===== src/design/opsr_pkg.sv =====
package opsr_pkg;

  // ==========================================================================
  // Register indices on the model-specific register port
  // ==========================================================================
  localparam logic [2:0] IDX_CONTROL   = 3'h0;
  localparam logic [2:0] IDX_LIN_ADDR  = 3'h1;
  localparam logic [2:0] IDX_BRANCH    = 3'h2;
  localparam logic [2:0] IDX_NB_DATA   = 3'h3;
  localparam logic [2:0] IDX_DCACHE    = 3'h4;

  // ==========================================================================
  // Control register fields
  // ==========================================================================
  localparam int CTL_CUR_LSB    = 32;
  localparam int CTL_CUR_MSB    = 58;
  localparam int CTL_THR_HI_LSB = 20;
  localparam int CTL_THR_HI_MSB = 26;
  localparam int CTL_SRC_BIT    = 19;
  localparam int CTL_VALID_BIT  = 18;
  localparam int CTL_ENABLE_BIT = 17;
  localparam int CTL_THR_LO_LSB = 0;
  localparam int CTL_THR_LO_MSB = 15;

  // ==========================================================================
  // Branch data register fields
  // ==========================================================================
  localparam int BR_ADDR_INVALID_BIT = 38;
  localparam int BR_RETIRED_BIT      = 37;
  localparam int BR_MISPRED_BIT      = 36;
  localparam int BR_TAKEN_BIT        = 35;
  localparam int BR_RETURN_BIT       = 34;
  localparam logic [63:0] BR_WRITE_MASK = 64'h0000_007c_0000_0000;

  // ==========================================================================
  // Data-cache register fields
  // ==========================================================================
  localparam int DC_LAT_LSB        = 32;
  localparam int DC_LAT_MSB        = 47;
  localparam int DC_PHYS_VALID_BIT = 18;
  localparam int DC_LIN_VALID_BIT  = 17;
  localparam int DC_LOCKED_BIT     = 15;
  localparam int DC_UC_BIT         = 14;
  localparam int DC_WC_BIT         = 13;
  localparam int DC_MISALIGN_BIT   = 8;
  localparam int DC_MISS_BIT       = 7;
  localparam int DC_HIT_1G_BIT     = 5;
  localparam int DC_HIT_2M_BIT     = 4;
  localparam int DC_TLB_MISS_BIT   = 2;
  localparam int DC_STORE_BIT      = 1;
  localparam int DC_LOAD_BIT       = 0;
  localparam logic [63:0] DC_WRITE_MASK = 64'h0000_ffff_0006_e1b7;

  // ==========================================================================
  // Widths and reset values
  // ==========================================================================
  localparam int CNT_W   = 27;
  localparam int LAT_W   = 16;
  localparam int RAND_W  = 7;
  localparam logic [RAND_W-1:0] LFSR_SEED  = 7'h5a;
  localparam logic [63:0]       REG_RESET  = 64'h0;
  localparam logic [CNT_W-1:0]  CNT_RESET  = 27'h0;

  // ==========================================================================
  // Carriers
  // ==========================================================================
  typedef struct packed {
    logic        valid;
    logic        write;
    logic [2:0]  index;
    logic [63:0] wdata;
  } opsr_msr_req_t;

  typedef struct packed {
    logic [63:0] insn_addr;
    logic        addr_invalid;
    logic        br_retired;
    logic        br_mispred;
    logic        br_taken;
    logic        sub_return;
    logic        phys_valid;
    logic        lin_valid;
    logic        locked;
    logic        uncacheable;
    logic        write_comb;
    logic        misaligned;
    logic        dc_miss;
    logic        hit_1g;
    logic        hit_2m;
    logic        tlb_miss;
    logic        is_store;
    logic        is_load;
  } opsr_retire_t;

  typedef enum logic [1:0] {TAG_IDLE, TAG_PENDING, TAG_INFLIGHT} opsr_tag_state_t;

endpackage


===== src/design/opsr_regs.sv =====
`timescale 1ns/1ps
// What this block does
// - Control current-count field reads the live counter; a write loads it.
// - Threshold is seven upper bits 26:20 joined with sixteen lower bits 15:0.
// - Counter bits 26:4 equal to threshold tags the next op.
// - Source bit clear counts core clocks; set counts dispatched ops.
// - Tagged op retiring sets sample valid and stops the counter.
// - A new valid sample raises an interrupt request.
// - Enable bit turns sampling on when set, off when clear.
// - Linear-address register holds the tagged op's instruction address.
// - Address-invalid flag is set when that address is not valid.
// - Branch retired, mispredicted and taken flags at bits 37, 36, 35.
// - Return flag set for a retired subroutine return.
// - An access crossing 128 bits reports only its lower portion.
// - Miss latency counts core cycles from miss detection to data return, zero for a store.
// - Physical and linear operand address valid flags at bits 18 and 17.
// - Locked, uncacheable and write-combining flags at bits 15, 14, 13.
// - Misaligned penalty at bit 8, cache miss at bit 7.
// - Data TLB 1G hit bit 5, 2M hit bit 4, miss bit 2.
// - Store at bit 1, load at bit 0.
// - Counter advances only while enabled and sample valid is clear.
// - Aborted tagged op: no sample, counter 26:7 cleared, 6:0 random.
module opsr_regs
(
  input  wire logic                        clk,
  input  wire logic                        reset,
  input  wire opsr_pkg::opsr_msr_req_t     msr_req,
  output logic      [63:0]                 msr_rdata,
  output logic                             msr_ack,
  input  wire logic                        op_dispatch,
  input  wire logic                        tagged_retire,
  input  wire logic                        tagged_abort,
  input  wire opsr_pkg::opsr_retire_t      retire_info,
  input  wire logic                        dc_miss_detect,
  input  wire logic                        dc_data_return,
  output logic                             tag_request,
  output logic                             sample_irq
);

  // ==========================================================================
  // State
  // ==========================================================================
  logic [opsr_pkg::CNT_W-1:0]        cnt_q;
  logic [opsr_pkg::CNT_W-1:0]        cnt_d;
  logic [22:0]                       thr_q;
  logic [22:0]                       thr_d;
  logic                              src_q;
  logic                              src_d;
  logic                              val_q;
  logic                              val_d;
  logic                              en_q;
  logic                              en_d;
  logic [63:0]                       rip_q;
  logic [63:0]                       rip_d;
  logic [63:0]                       br_q;
  logic [63:0]                       br_d;
  logic [63:0]                       dc_q;
  logic [63:0]                       dc_d;
  opsr_pkg::opsr_tag_state_t         tag_q;
  opsr_pkg::opsr_tag_state_t         tag_d;
  logic                              irq_q;
  logic                              irq_d;
  logic [63:0]                       rdata_q;
  logic [63:0]                       rdata_d;
  logic                              ack_q;

  logic                              wr;
  logic                              ctl_wr;
  logic                              advance;
  logic                              match;
  logic                              retire_fire;
  logic                              abort_fire;
  logic [opsr_pkg::RAND_W-1:0]       rand_val;
  logic [opsr_pkg::LAT_W-1:0]        lat_count;

  opsr_lfsr u_lfsr
  (
    .clk   (clk),
    .reset (reset),
    .value (rand_val)
  );

  // The timer restarts whenever a new op becomes the tagged one.
  opsr_latency u_latency
  (
    .clk   (clk),
    .reset (reset),
    .clear (tag_q == opsr_pkg::TAG_PENDING),
    .start (dc_miss_detect && tag_q == opsr_pkg::TAG_INFLIGHT),
    .stop  (dc_data_return),
    .count (lat_count)
  );

  // ==========================================================================
  // Decode and events
  // ==========================================================================
  assign wr          = msr_req.valid && msr_req.write;
  assign ctl_wr      = wr && msr_req.index == opsr_pkg::IDX_CONTROL;
  assign advance     = en_q && !val_q && (src_q ? op_dispatch : 1'b1);
  assign match       = cnt_q[26:4] == thr_q;
  assign retire_fire = tagged_retire && tag_q == opsr_pkg::TAG_INFLIGHT;
  assign abort_fire  = tagged_abort && tag_q == opsr_pkg::TAG_INFLIGHT;

  // ==========================================================================
  // Control register and op interval counter
  // ==========================================================================
  always_comb
  begin
    cnt_d = cnt_q;
    thr_d = thr_q;
    src_d = src_q;
    en_d  = en_q;
    val_d = val_q;
    if (ctl_wr)
    begin
      cnt_d = msr_req.wdata[opsr_pkg::CTL_CUR_MSB:opsr_pkg::CTL_CUR_LSB];
      thr_d = {msr_req.wdata[opsr_pkg::CTL_THR_HI_MSB:opsr_pkg::CTL_THR_HI_LSB],
               msr_req.wdata[opsr_pkg::CTL_THR_LO_MSB:opsr_pkg::CTL_THR_LO_LSB]};
      src_d = msr_req.wdata[opsr_pkg::CTL_SRC_BIT];
      en_d  = msr_req.wdata[opsr_pkg::CTL_ENABLE_BIT];
      val_d = msr_req.wdata[opsr_pkg::CTL_VALID_BIT];
    end
    else if (abort_fire)
      cnt_d = {20'h0, rand_val};
    else if (advance)
      cnt_d = opsr_pkg::CNT_W'(cnt_q + 27'h1);
    // A retire in the same cycle as a clearing write must not be lost.
    if (retire_fire)
      val_d = 1'b1;
  end

  // ==========================================================================
  // Tagging sequence
  // ==========================================================================
  always_comb
  begin
    tag_d = tag_q;
    unique case (tag_q)
      opsr_pkg::TAG_IDLE:
        if (en_q && !val_q && match)
          tag_d = opsr_pkg::TAG_PENDING;
      opsr_pkg::TAG_PENDING:
        if (op_dispatch)
          tag_d = opsr_pkg::TAG_INFLIGHT;
      opsr_pkg::TAG_INFLIGHT:
        if (retire_fire || abort_fire)
          tag_d = opsr_pkg::TAG_IDLE;
    endcase
    // Dropping the enable abandons any op still waiting for its tag.
    if (!en_q)
      tag_d = opsr_pkg::TAG_IDLE;
  end

  assign tag_request = tag_q == opsr_pkg::TAG_PENDING;

  // ==========================================================================
  // Sample registers
  // ==========================================================================
  // Hardware capture takes priority over a software write in the same cycle.
  always_comb
  begin
    rip_d = rip_q;
    br_d  = br_q;
    dc_d  = dc_q;
    if (wr && msr_req.index == opsr_pkg::IDX_LIN_ADDR)
      rip_d = msr_req.wdata;
    if (wr && msr_req.index == opsr_pkg::IDX_BRANCH)
      br_d = msr_req.wdata & opsr_pkg::BR_WRITE_MASK;
    if (wr && msr_req.index == opsr_pkg::IDX_DCACHE)
      dc_d = msr_req.wdata & opsr_pkg::DC_WRITE_MASK;
    if (retire_fire)
    begin
      rip_d = retire_info.insn_addr;
      br_d  = '0;
      br_d[opsr_pkg::BR_ADDR_INVALID_BIT] = retire_info.addr_invalid;
      br_d[opsr_pkg::BR_RETIRED_BIT]      = retire_info.br_retired;
      br_d[opsr_pkg::BR_MISPRED_BIT]      = retire_info.br_mispred;
      br_d[opsr_pkg::BR_TAKEN_BIT]        = retire_info.br_taken;
      br_d[opsr_pkg::BR_RETURN_BIT]       = retire_info.sub_return;
      // The core reports only the lower portion of a split access.
      dc_d  = '0;
      dc_d[opsr_pkg::DC_LAT_MSB:opsr_pkg::DC_LAT_LSB] =
        retire_info.is_store ? 16'h0 : lat_count;
      dc_d[opsr_pkg::DC_PHYS_VALID_BIT] = retire_info.phys_valid;
      dc_d[opsr_pkg::DC_LIN_VALID_BIT]  = retire_info.lin_valid;
      dc_d[opsr_pkg::DC_LOCKED_BIT]     = retire_info.locked;
      dc_d[opsr_pkg::DC_UC_BIT]         = retire_info.uncacheable;
      dc_d[opsr_pkg::DC_WC_BIT]         = retire_info.write_comb;
      dc_d[opsr_pkg::DC_MISALIGN_BIT]   = retire_info.misaligned;
      dc_d[opsr_pkg::DC_MISS_BIT]       = retire_info.dc_miss;
      dc_d[opsr_pkg::DC_HIT_1G_BIT]     = retire_info.hit_1g;
      dc_d[opsr_pkg::DC_HIT_2M_BIT]     = retire_info.hit_2m;
      dc_d[opsr_pkg::DC_TLB_MISS_BIT]   = retire_info.tlb_miss;
      dc_d[opsr_pkg::DC_STORE_BIT]      = retire_info.is_store;
      dc_d[opsr_pkg::DC_LOAD_BIT]       = retire_info.is_load;
    end
  end

  // ==========================================================================
  // Read port and interrupt
  // ==========================================================================
  always_comb
  begin
    rdata_d = rdata_q;
    irq_d   = val_d && !val_q;
    if (msr_req.valid && !msr_req.write)
    begin
      rdata_d = '0;
      unique case (msr_req.index)
        opsr_pkg::IDX_CONTROL:
        begin
          rdata_d[opsr_pkg::CTL_CUR_MSB:opsr_pkg::CTL_CUR_LSB]       = cnt_q;
          rdata_d[opsr_pkg::CTL_THR_HI_MSB:opsr_pkg::CTL_THR_HI_LSB] = thr_q[22:16];
          rdata_d[opsr_pkg::CTL_SRC_BIT]                             = src_q;
          rdata_d[opsr_pkg::CTL_VALID_BIT]                           = val_q;
          rdata_d[opsr_pkg::CTL_ENABLE_BIT]                          = en_q;
          rdata_d[opsr_pkg::CTL_THR_LO_MSB:opsr_pkg::CTL_THR_LO_LSB] = thr_q[15:0];
        end
        opsr_pkg::IDX_LIN_ADDR: rdata_d = rip_q;
        opsr_pkg::IDX_BRANCH:   rdata_d = br_q;
        opsr_pkg::IDX_DCACHE:   rdata_d = dc_q;
        default:                rdata_d = '0;
      endcase
    end
  end

  // ==========================================================================
  // Registers
  // ==========================================================================
  always_ff @(posedge clk or posedge reset)
  begin
    if (reset)
    begin
      cnt_q   <= opsr_pkg::CNT_RESET;
      thr_q   <= '0;
      src_q   <= 1'b0;
      val_q   <= 1'b0;
      en_q    <= 1'b0;
      rip_q   <= opsr_pkg::REG_RESET;
      br_q    <= opsr_pkg::REG_RESET;
      dc_q    <= opsr_pkg::REG_RESET;
      tag_q   <= opsr_pkg::TAG_IDLE;
      irq_q   <= 1'b0;
      rdata_q <= opsr_pkg::REG_RESET;
      ack_q   <= 1'b0;
    end
    else
    begin
      cnt_q   <= cnt_d;
      thr_q   <= thr_d;
      src_q   <= src_d;
      val_q   <= val_d;
      en_q    <= en_d;
      rip_q   <= rip_d;
      br_q    <= br_d;
      dc_q    <= dc_d;
      tag_q   <= tag_d;
      irq_q   <= irq_d;
      rdata_q <= rdata_d;
      ack_q   <= msr_req.valid;
    end
  end

  assign msr_rdata  = rdata_q;
  assign msr_ack    = ack_q;
  assign sample_irq = irq_q;

  // ==========================================================================
  // Checks
  // ==========================================================================
  cnt_clock_a: assert property (@(posedge clk) disable iff (reset)
    en_q && !val_q && !src_q && !ctl_wr && !abort_fire |=> cnt_q == $past(cnt_q) + 27'h1)
    else $error("counter did not advance on a core clock");

  cnt_hold_a: assert property (@(posedge clk) disable iff (reset)
    (val_q || !en_q) && !ctl_wr && !abort_fire |=> $stable(cnt_q))
    else $error("counter moved while stopped");

  cnt_load_a: assert property (@(posedge clk) disable iff (reset)
    ctl_wr |=> cnt_q == $past(msr_req.wdata[58:32]))
    else $error("counter not loaded by control write");

  tag_match_a: assert property (@(posedge clk) disable iff (reset)
    tag_q == opsr_pkg::TAG_IDLE && en_q && !val_q && match && !ctl_wr |=> tag_request)
    else $error("no tag after threshold match");

  capture_val_a: assert property (@(posedge clk) disable iff (reset)
    retire_fire |=> val_q && rip_q == $past(retire_info.insn_addr))
    else $error("retire did not capture sample");

  irq_raise_a: assert property (@(posedge clk) disable iff (reset)
    $rose(val_q) |-> sample_irq ##1 !sample_irq)
    else $error("interrupt not raised once for new sample");

  abort_reload_a: assert property (@(posedge clk) disable iff (reset)
    abort_fire && !ctl_wr |=> cnt_q[26:7] == 20'h0 && !val_q)
    else $error("abort handling wrong");

  disable_idle_a: assert property (@(posedge clk) disable iff (reset)
    !en_q |=> !tag_request)
    else $error("tagging while disabled");

  branch_flags_a: assert property (@(posedge clk) disable iff (reset)
    retire_fire |=> br_q[37:34] == $past({retire_info.br_retired, retire_info.br_mispred,
                                         retire_info.br_taken, retire_info.sub_return}))
    else $error("branch flags not captured");

endmodule


===== src/design/opsr_lfsr.sv =====
`timescale 1ns/1ps
module opsr_lfsr
(
  input  wire logic                            clk,
  input  wire logic                            reset,
  output logic      [opsr_pkg::RAND_W-1:0]     value
);

  logic [opsr_pkg::RAND_W-1:0] lfsr_q;
  logic [opsr_pkg::RAND_W-1:0] lfsr_d;

  // ==========================================================================
  // Free-running generator
  // ==========================================================================
  // Maximal-length taps, so the all-zero lockup state is never entered.
  always_comb
  begin
    lfsr_d = {lfsr_q[5:0], lfsr_q[6] ^ lfsr_q[5]};
  end

  always_ff @(posedge clk or posedge reset)
  begin
    if (reset)
      lfsr_q <= opsr_pkg::LFSR_SEED;
    else
      lfsr_q <= lfsr_d;
  end

  assign value = lfsr_q;

endmodule


===== src/design/opsr_latency.sv =====
`timescale 1ns/1ps
module opsr_latency
(
  input  wire logic                          clk,
  input  wire logic                          reset,
  input  wire logic                          clear,
  input  wire logic                          start,
  input  wire logic                          stop,
  output logic      [opsr_pkg::LAT_W-1:0]    count
);

  logic                         run_q;
  logic                         run_d;
  logic [opsr_pkg::LAT_W-1:0]   cnt_q;
  logic [opsr_pkg::LAT_W-1:0]   cnt_d;

  // ==========================================================================
  // Miss latency timer
  // ==========================================================================
  // The count saturates so a very long miss reads as the largest value.
  always_comb
  begin
    run_d = run_q;
    cnt_d = cnt_q;
    if (clear)
    begin
      run_d = 1'b0;
      cnt_d = '0;
    end
    else if (stop)
    begin
      // The delivery cycle itself still belongs to the miss.
      run_d = 1'b0;
      if (run_q && cnt_q != '1)
        cnt_d = opsr_pkg::LAT_W'(cnt_q + 16'h1);
    end
    else if (start)
    begin
      run_d = 1'b1;
      cnt_d = '0;
    end
    else if (run_q && cnt_q != '1)
      cnt_d = opsr_pkg::LAT_W'(cnt_q + 16'h1);
  end

  always_ff @(posedge clk or posedge reset)
  begin
    if (reset)
    begin
      run_q <= 1'b0;
      cnt_q <= '0;
    end
    else
    begin
      run_q <= run_d;
      cnt_q <= cnt_d;
    end
  end

  assign count = cnt_q;

  lat_step_a: assert property (@(posedge clk) disable iff (reset)
    run_q && !clear && !stop && !start && cnt_q != '1 |=> cnt_q == $past(cnt_q) + 16'h1)
    else $error("miss latency did not advance by one");

endmodule


===== config.mk =====
export PLATFORM = sky130hd
export DESIGN_NAME = opsr_regs
export DESIGN_NICKNAME = d
export VERILOG_FILES = /design/src/design/opsr_pkg.sv /design/src/design/opsr_regs.sv /design/src/design/opsr_lfsr.sv /design/src/design/opsr_latency.sv
export SDC_FILE = /design/constraint.sdc
export NUM_CORES = 1
export LEC_CHECK = 0
export BUFFER_PORTS_ARGS = -buffer_cell sky130_fd_sc_hd__buf_2
export CAP_MARGIN = 25
export CORE_MARGIN = 3
export CORE_UTILIZATION = 45
export CTS_BUF_LIST = sky130_fd_sc_hd__clkbuf_8
export CTS_CLUSTER_SIZE = 20
export DETAILED_ROUTE_END_ITERATION = 6
export PLACE_DENSITY = 0.67
export SLEW_MARGIN = 20
export SYNTH_ARGS = -nofsm -noshare
export SYNTH_HDL_FRONTEND = slang
export SYNTH_SLANG_ARGS = --single-unit

===== constraint.sdc =====
create_clock -name clk -period 11.6 [get_ports clk]
set_input_delay 2.32 -clock clk [delete_from_list [all_inputs] [get_ports clk]]
set_output_delay 2.32 -clock clk [all_outputs]
set_load 0.01 [all_outputs]

==> flow_metrics.py <==
metrics = {
    "critical_path": {
        "crit_buf_inv": 3,
        "crit_chain": "buf_2 -> buf_4 -> nand3b_1 -> nor3_4 -> buf_4 -> nor2_1 -> o21ai_1 -> mux2_2",
        "critPathCaptureType": "flop",
        "rrSetupSlack_ps": 8500,
        "critPathArrivalTime_ps": 5370,
        "crit_top_cell": "buf_4",
        "path_delay_family": "simple AND/OR/NAND/NOR gates",
        "r2r-end": "rip_q[32]$_DFFE_PP0P_",
        "setup.worst_path.start_class": "primary input",
        "rr_startpoint": "tag_q[0]$_DFFE_PP0P_",
        "r2r_cells": 6,
        "cpMaxStageDelayCell": "nor2_1",
        "max_stage_delay_ps": 770,
        "critPathKind": "primary input to flop",
        "required_ps": 12020,
        "crit_fanout": 70,
    },
    "layout": {
        "layout_common_cells": "dfrtp_1 (238), buf_2 (223), nand2_1 (163)",
        "final_cell_area_um2": 14000,
        "finalNetCount": 1508,
        "areaGrowthSynthToFinish_pct": 18.5,
        "drive_gt1_frac": 0.250,
        "layout_commonest_cell": "dfrtp_1",
    },
    "place": {
        "placed_area_um2": 13100,
        "routabilityCongestion": 0.847,
        "port_buffers": 223,
        "dpl.hpwl_um": 23200,
    },
    "global_route": {
        "grt_pass1_wl_um": 52000,
        "grt_antenna_before_repair": 4,
        "grt_max_degree": 101,
        "overflow": 0,
        "grt_use_total": 0.232,
        "grt_pass1_vias": 9189,
    },
    "timing": {
        "drv_slew": 0,
        "setup_viol": 0,
        "relSlewSlack": 0.308,
        "tightest_slew_ps": 1040,
        "fin_tns_setup_ps": 0,
        "period_share": 0.427,
        "rsz0062_at_grt": "false",
        "hold_viol": 0,
        "max_freq_mhz": 202,
        "period_needed_ps": 4960,
        "fin_skew_ps": 38.6,
    },
    "die": {
        "die_h_um": 168,
        "start_util": 0.464,
        "die_w_um": 168,
        "rows": 58,
        "core_area_um2": 25500,
        "die-area_um2": 28200,
        "ios": 224,
    },
    "clocking": {
        "root_buffer": "clkbuf_8",
        "ctsResizeCount": 0,
        "cts_setup_buffers": 0,
        "cts_buffer_depth": 3,
        "cts_tree": "yes",
        "insertion_delay_ps": 560,
        "cts.sinks": 242,
        "cts-hold-fix-buffers": 0,
        "cts.clk_slew.worst_paths_ps": 60,
        "htreeDepth": 2,
        "cts_inserted_buffers": 42,
    },
    "logic_synthesis": {
        "yosys_warnings": 0,
        "synthArstFlopShare": 1.00,
        "synth.avg_cell_area_um2": 10.3,
        "synth.distinct_cells": 52,
        "ys_ff_latch": 242,
        "syn_nets": 1307,
        "ys_seq_area_frac": 0.513,
        "synth_area_um2": 11800,
        "synthCells": 1144,
        "synth_flop_cell": "dfrtp_1",
        "synth_edf_count": 0,
    },
    "route": {
        "drt_first_pass_iters": 5,
        "drc_errors": 0,
        "via_per_inst": 5.44,
        "dr_total_vias": 9293,
        "wirelength_um": 33500,
        "initialDrtViolationCount": 857,
        "antenna_left": 0,
        "avgRoutedWirePerCell_um": 19.6,
    },
    "hold_path": {
        "worst_hold_startpoint": "u_lfsr.value[2]$_DFF_PP0_",
        "hold_class": "flop to flop",
        "hold_depth": 0,
        "hold_path_end": "u_lfsr.value[3]$_DFF_PP1_",
    },
    "pwr": {
        "power_leakage_nw": 6.44,
        "power.density_nw_per_um2": 168,
        "peakVddDrop_uv": 78.4,
    },
    "job": {
        "max-cap-violations": 0,
    },
    "outcome": {
        "status": "finished, final reports clean",
    },
}
==> final cells by class <==
class	instances	area, um^2
Inverter	14	60.1
Timing Repair Buffer	235	1240
Tap cell	330	413
Antenna cell	1	2.50
Multi-Input combinational cell	810	5390
Sequential cell	242	6060
Clock inverter	31	195
Fill cell	2299	11500
Clock buffer	46	633
==> registers in the layout, indices dropped and copies added (netlist names), 2 cells and up <==
name	cells
u_lfsr.value	7
dc_q	28
rip_q	64
u_latency.count	16
tag_q	2
thr_q	23
cnt_q	27
msr_rdata	64
br_q	5
==> metrics by stage <==
stage	power, mW	hold slack [ps]	setup WS, ps	util	std cells
after floorplan	1.42	354	2640	-	1144
after global placement	1.58	362	6250	0.514	1627
after detailed placement	1.60	363	6150	0.515	1628
after CTS	2.37	371	6720	0.548	1705
after global routing	2.49	380	6440	0.550	1709
final	2.36	365	6640	0.550	1709
==> Yosys cell counts (16+ instances only) <==
cell | number | area [um^2]
a21oi_1 | 43 | 215
a22o_1 | 47 | 412
buf_2 | 24 | 120
clkbuf_1 | 44 | 165
dfrtp_1 | 238 | 5960
mux2_2 | 26 | 293
mux2i_1 | 144 | 1440
nand2_1 | 163 | 612
nand3b_1 | 16 | 120
nor2_1 | 53 | 199
o21ai_0 | 156 | 781
xnor2_1 | 30 | 263
xor2_1 | 27 | 236
==> per-layer routing <==
metal / track usage / part of all wire / routed length (um) / up-vias
li1: - / - / - / 4434
met1: 0.324 / 0.44 / 14800 / 4497
met2: 0.372 / 0.47 / 15700 / 297
met3: 0.0444 / 0.066 / 2220 / 59
met4: 0.0676 / 0.024 / 821 / 6
met5: 0 / 0.0011 / 38 / -
==> cell families after synthesis <==
family	synth area share
AND/OR/NAND/NOR	0.120
XOR/XNOR	0.0422
multiplexers	0.147
adder cells (fa/ha/maj)	0.00720
flip-flops	0.513
AO/OA/AOI/OAI	0.137
buffers and inverters	0.0342
==> how the worst max path moves through the flow <==
| stage | start | to | slack, ps | cells past startpoint |
|---|---|---|---|---|
| after floorplan | reset | br_q[34]$_DFFE_PP0P_ | 2640 | 1 |
| after global placement | msr_req[66] | cnt_q[1]$_DFFE_PP0P_ | 6250 | 8 |
| after detailed placement | msr_req[66] | cnt_q[1]$_DFFE_PP0P_ | 6150 | 8 |
| after CTS | msr_req[66] | cnt_q[1]$_DFFE_PP0P_ | 6720 | 8 |
| after global routing | msr_req[66] | cnt_q[1]$_DFFE_PP0P_ | 6440 | 8 |
| final | msr_req[66] | cnt_q[1]$_DFFE_PP0P_ | 6640 | 8 |
==> report_power, final <==
part | internal, mW | switching (mW) | leakage [nW]
sequential | 0.990 | 0.154 | 3.03
clock | 0.413 | 0.357 | 0.490
combinational | 0.209 | 0.232 | 2.92
total | 1.61 | 0.743 | 6.44
Power figures use the tool's default switching activity.
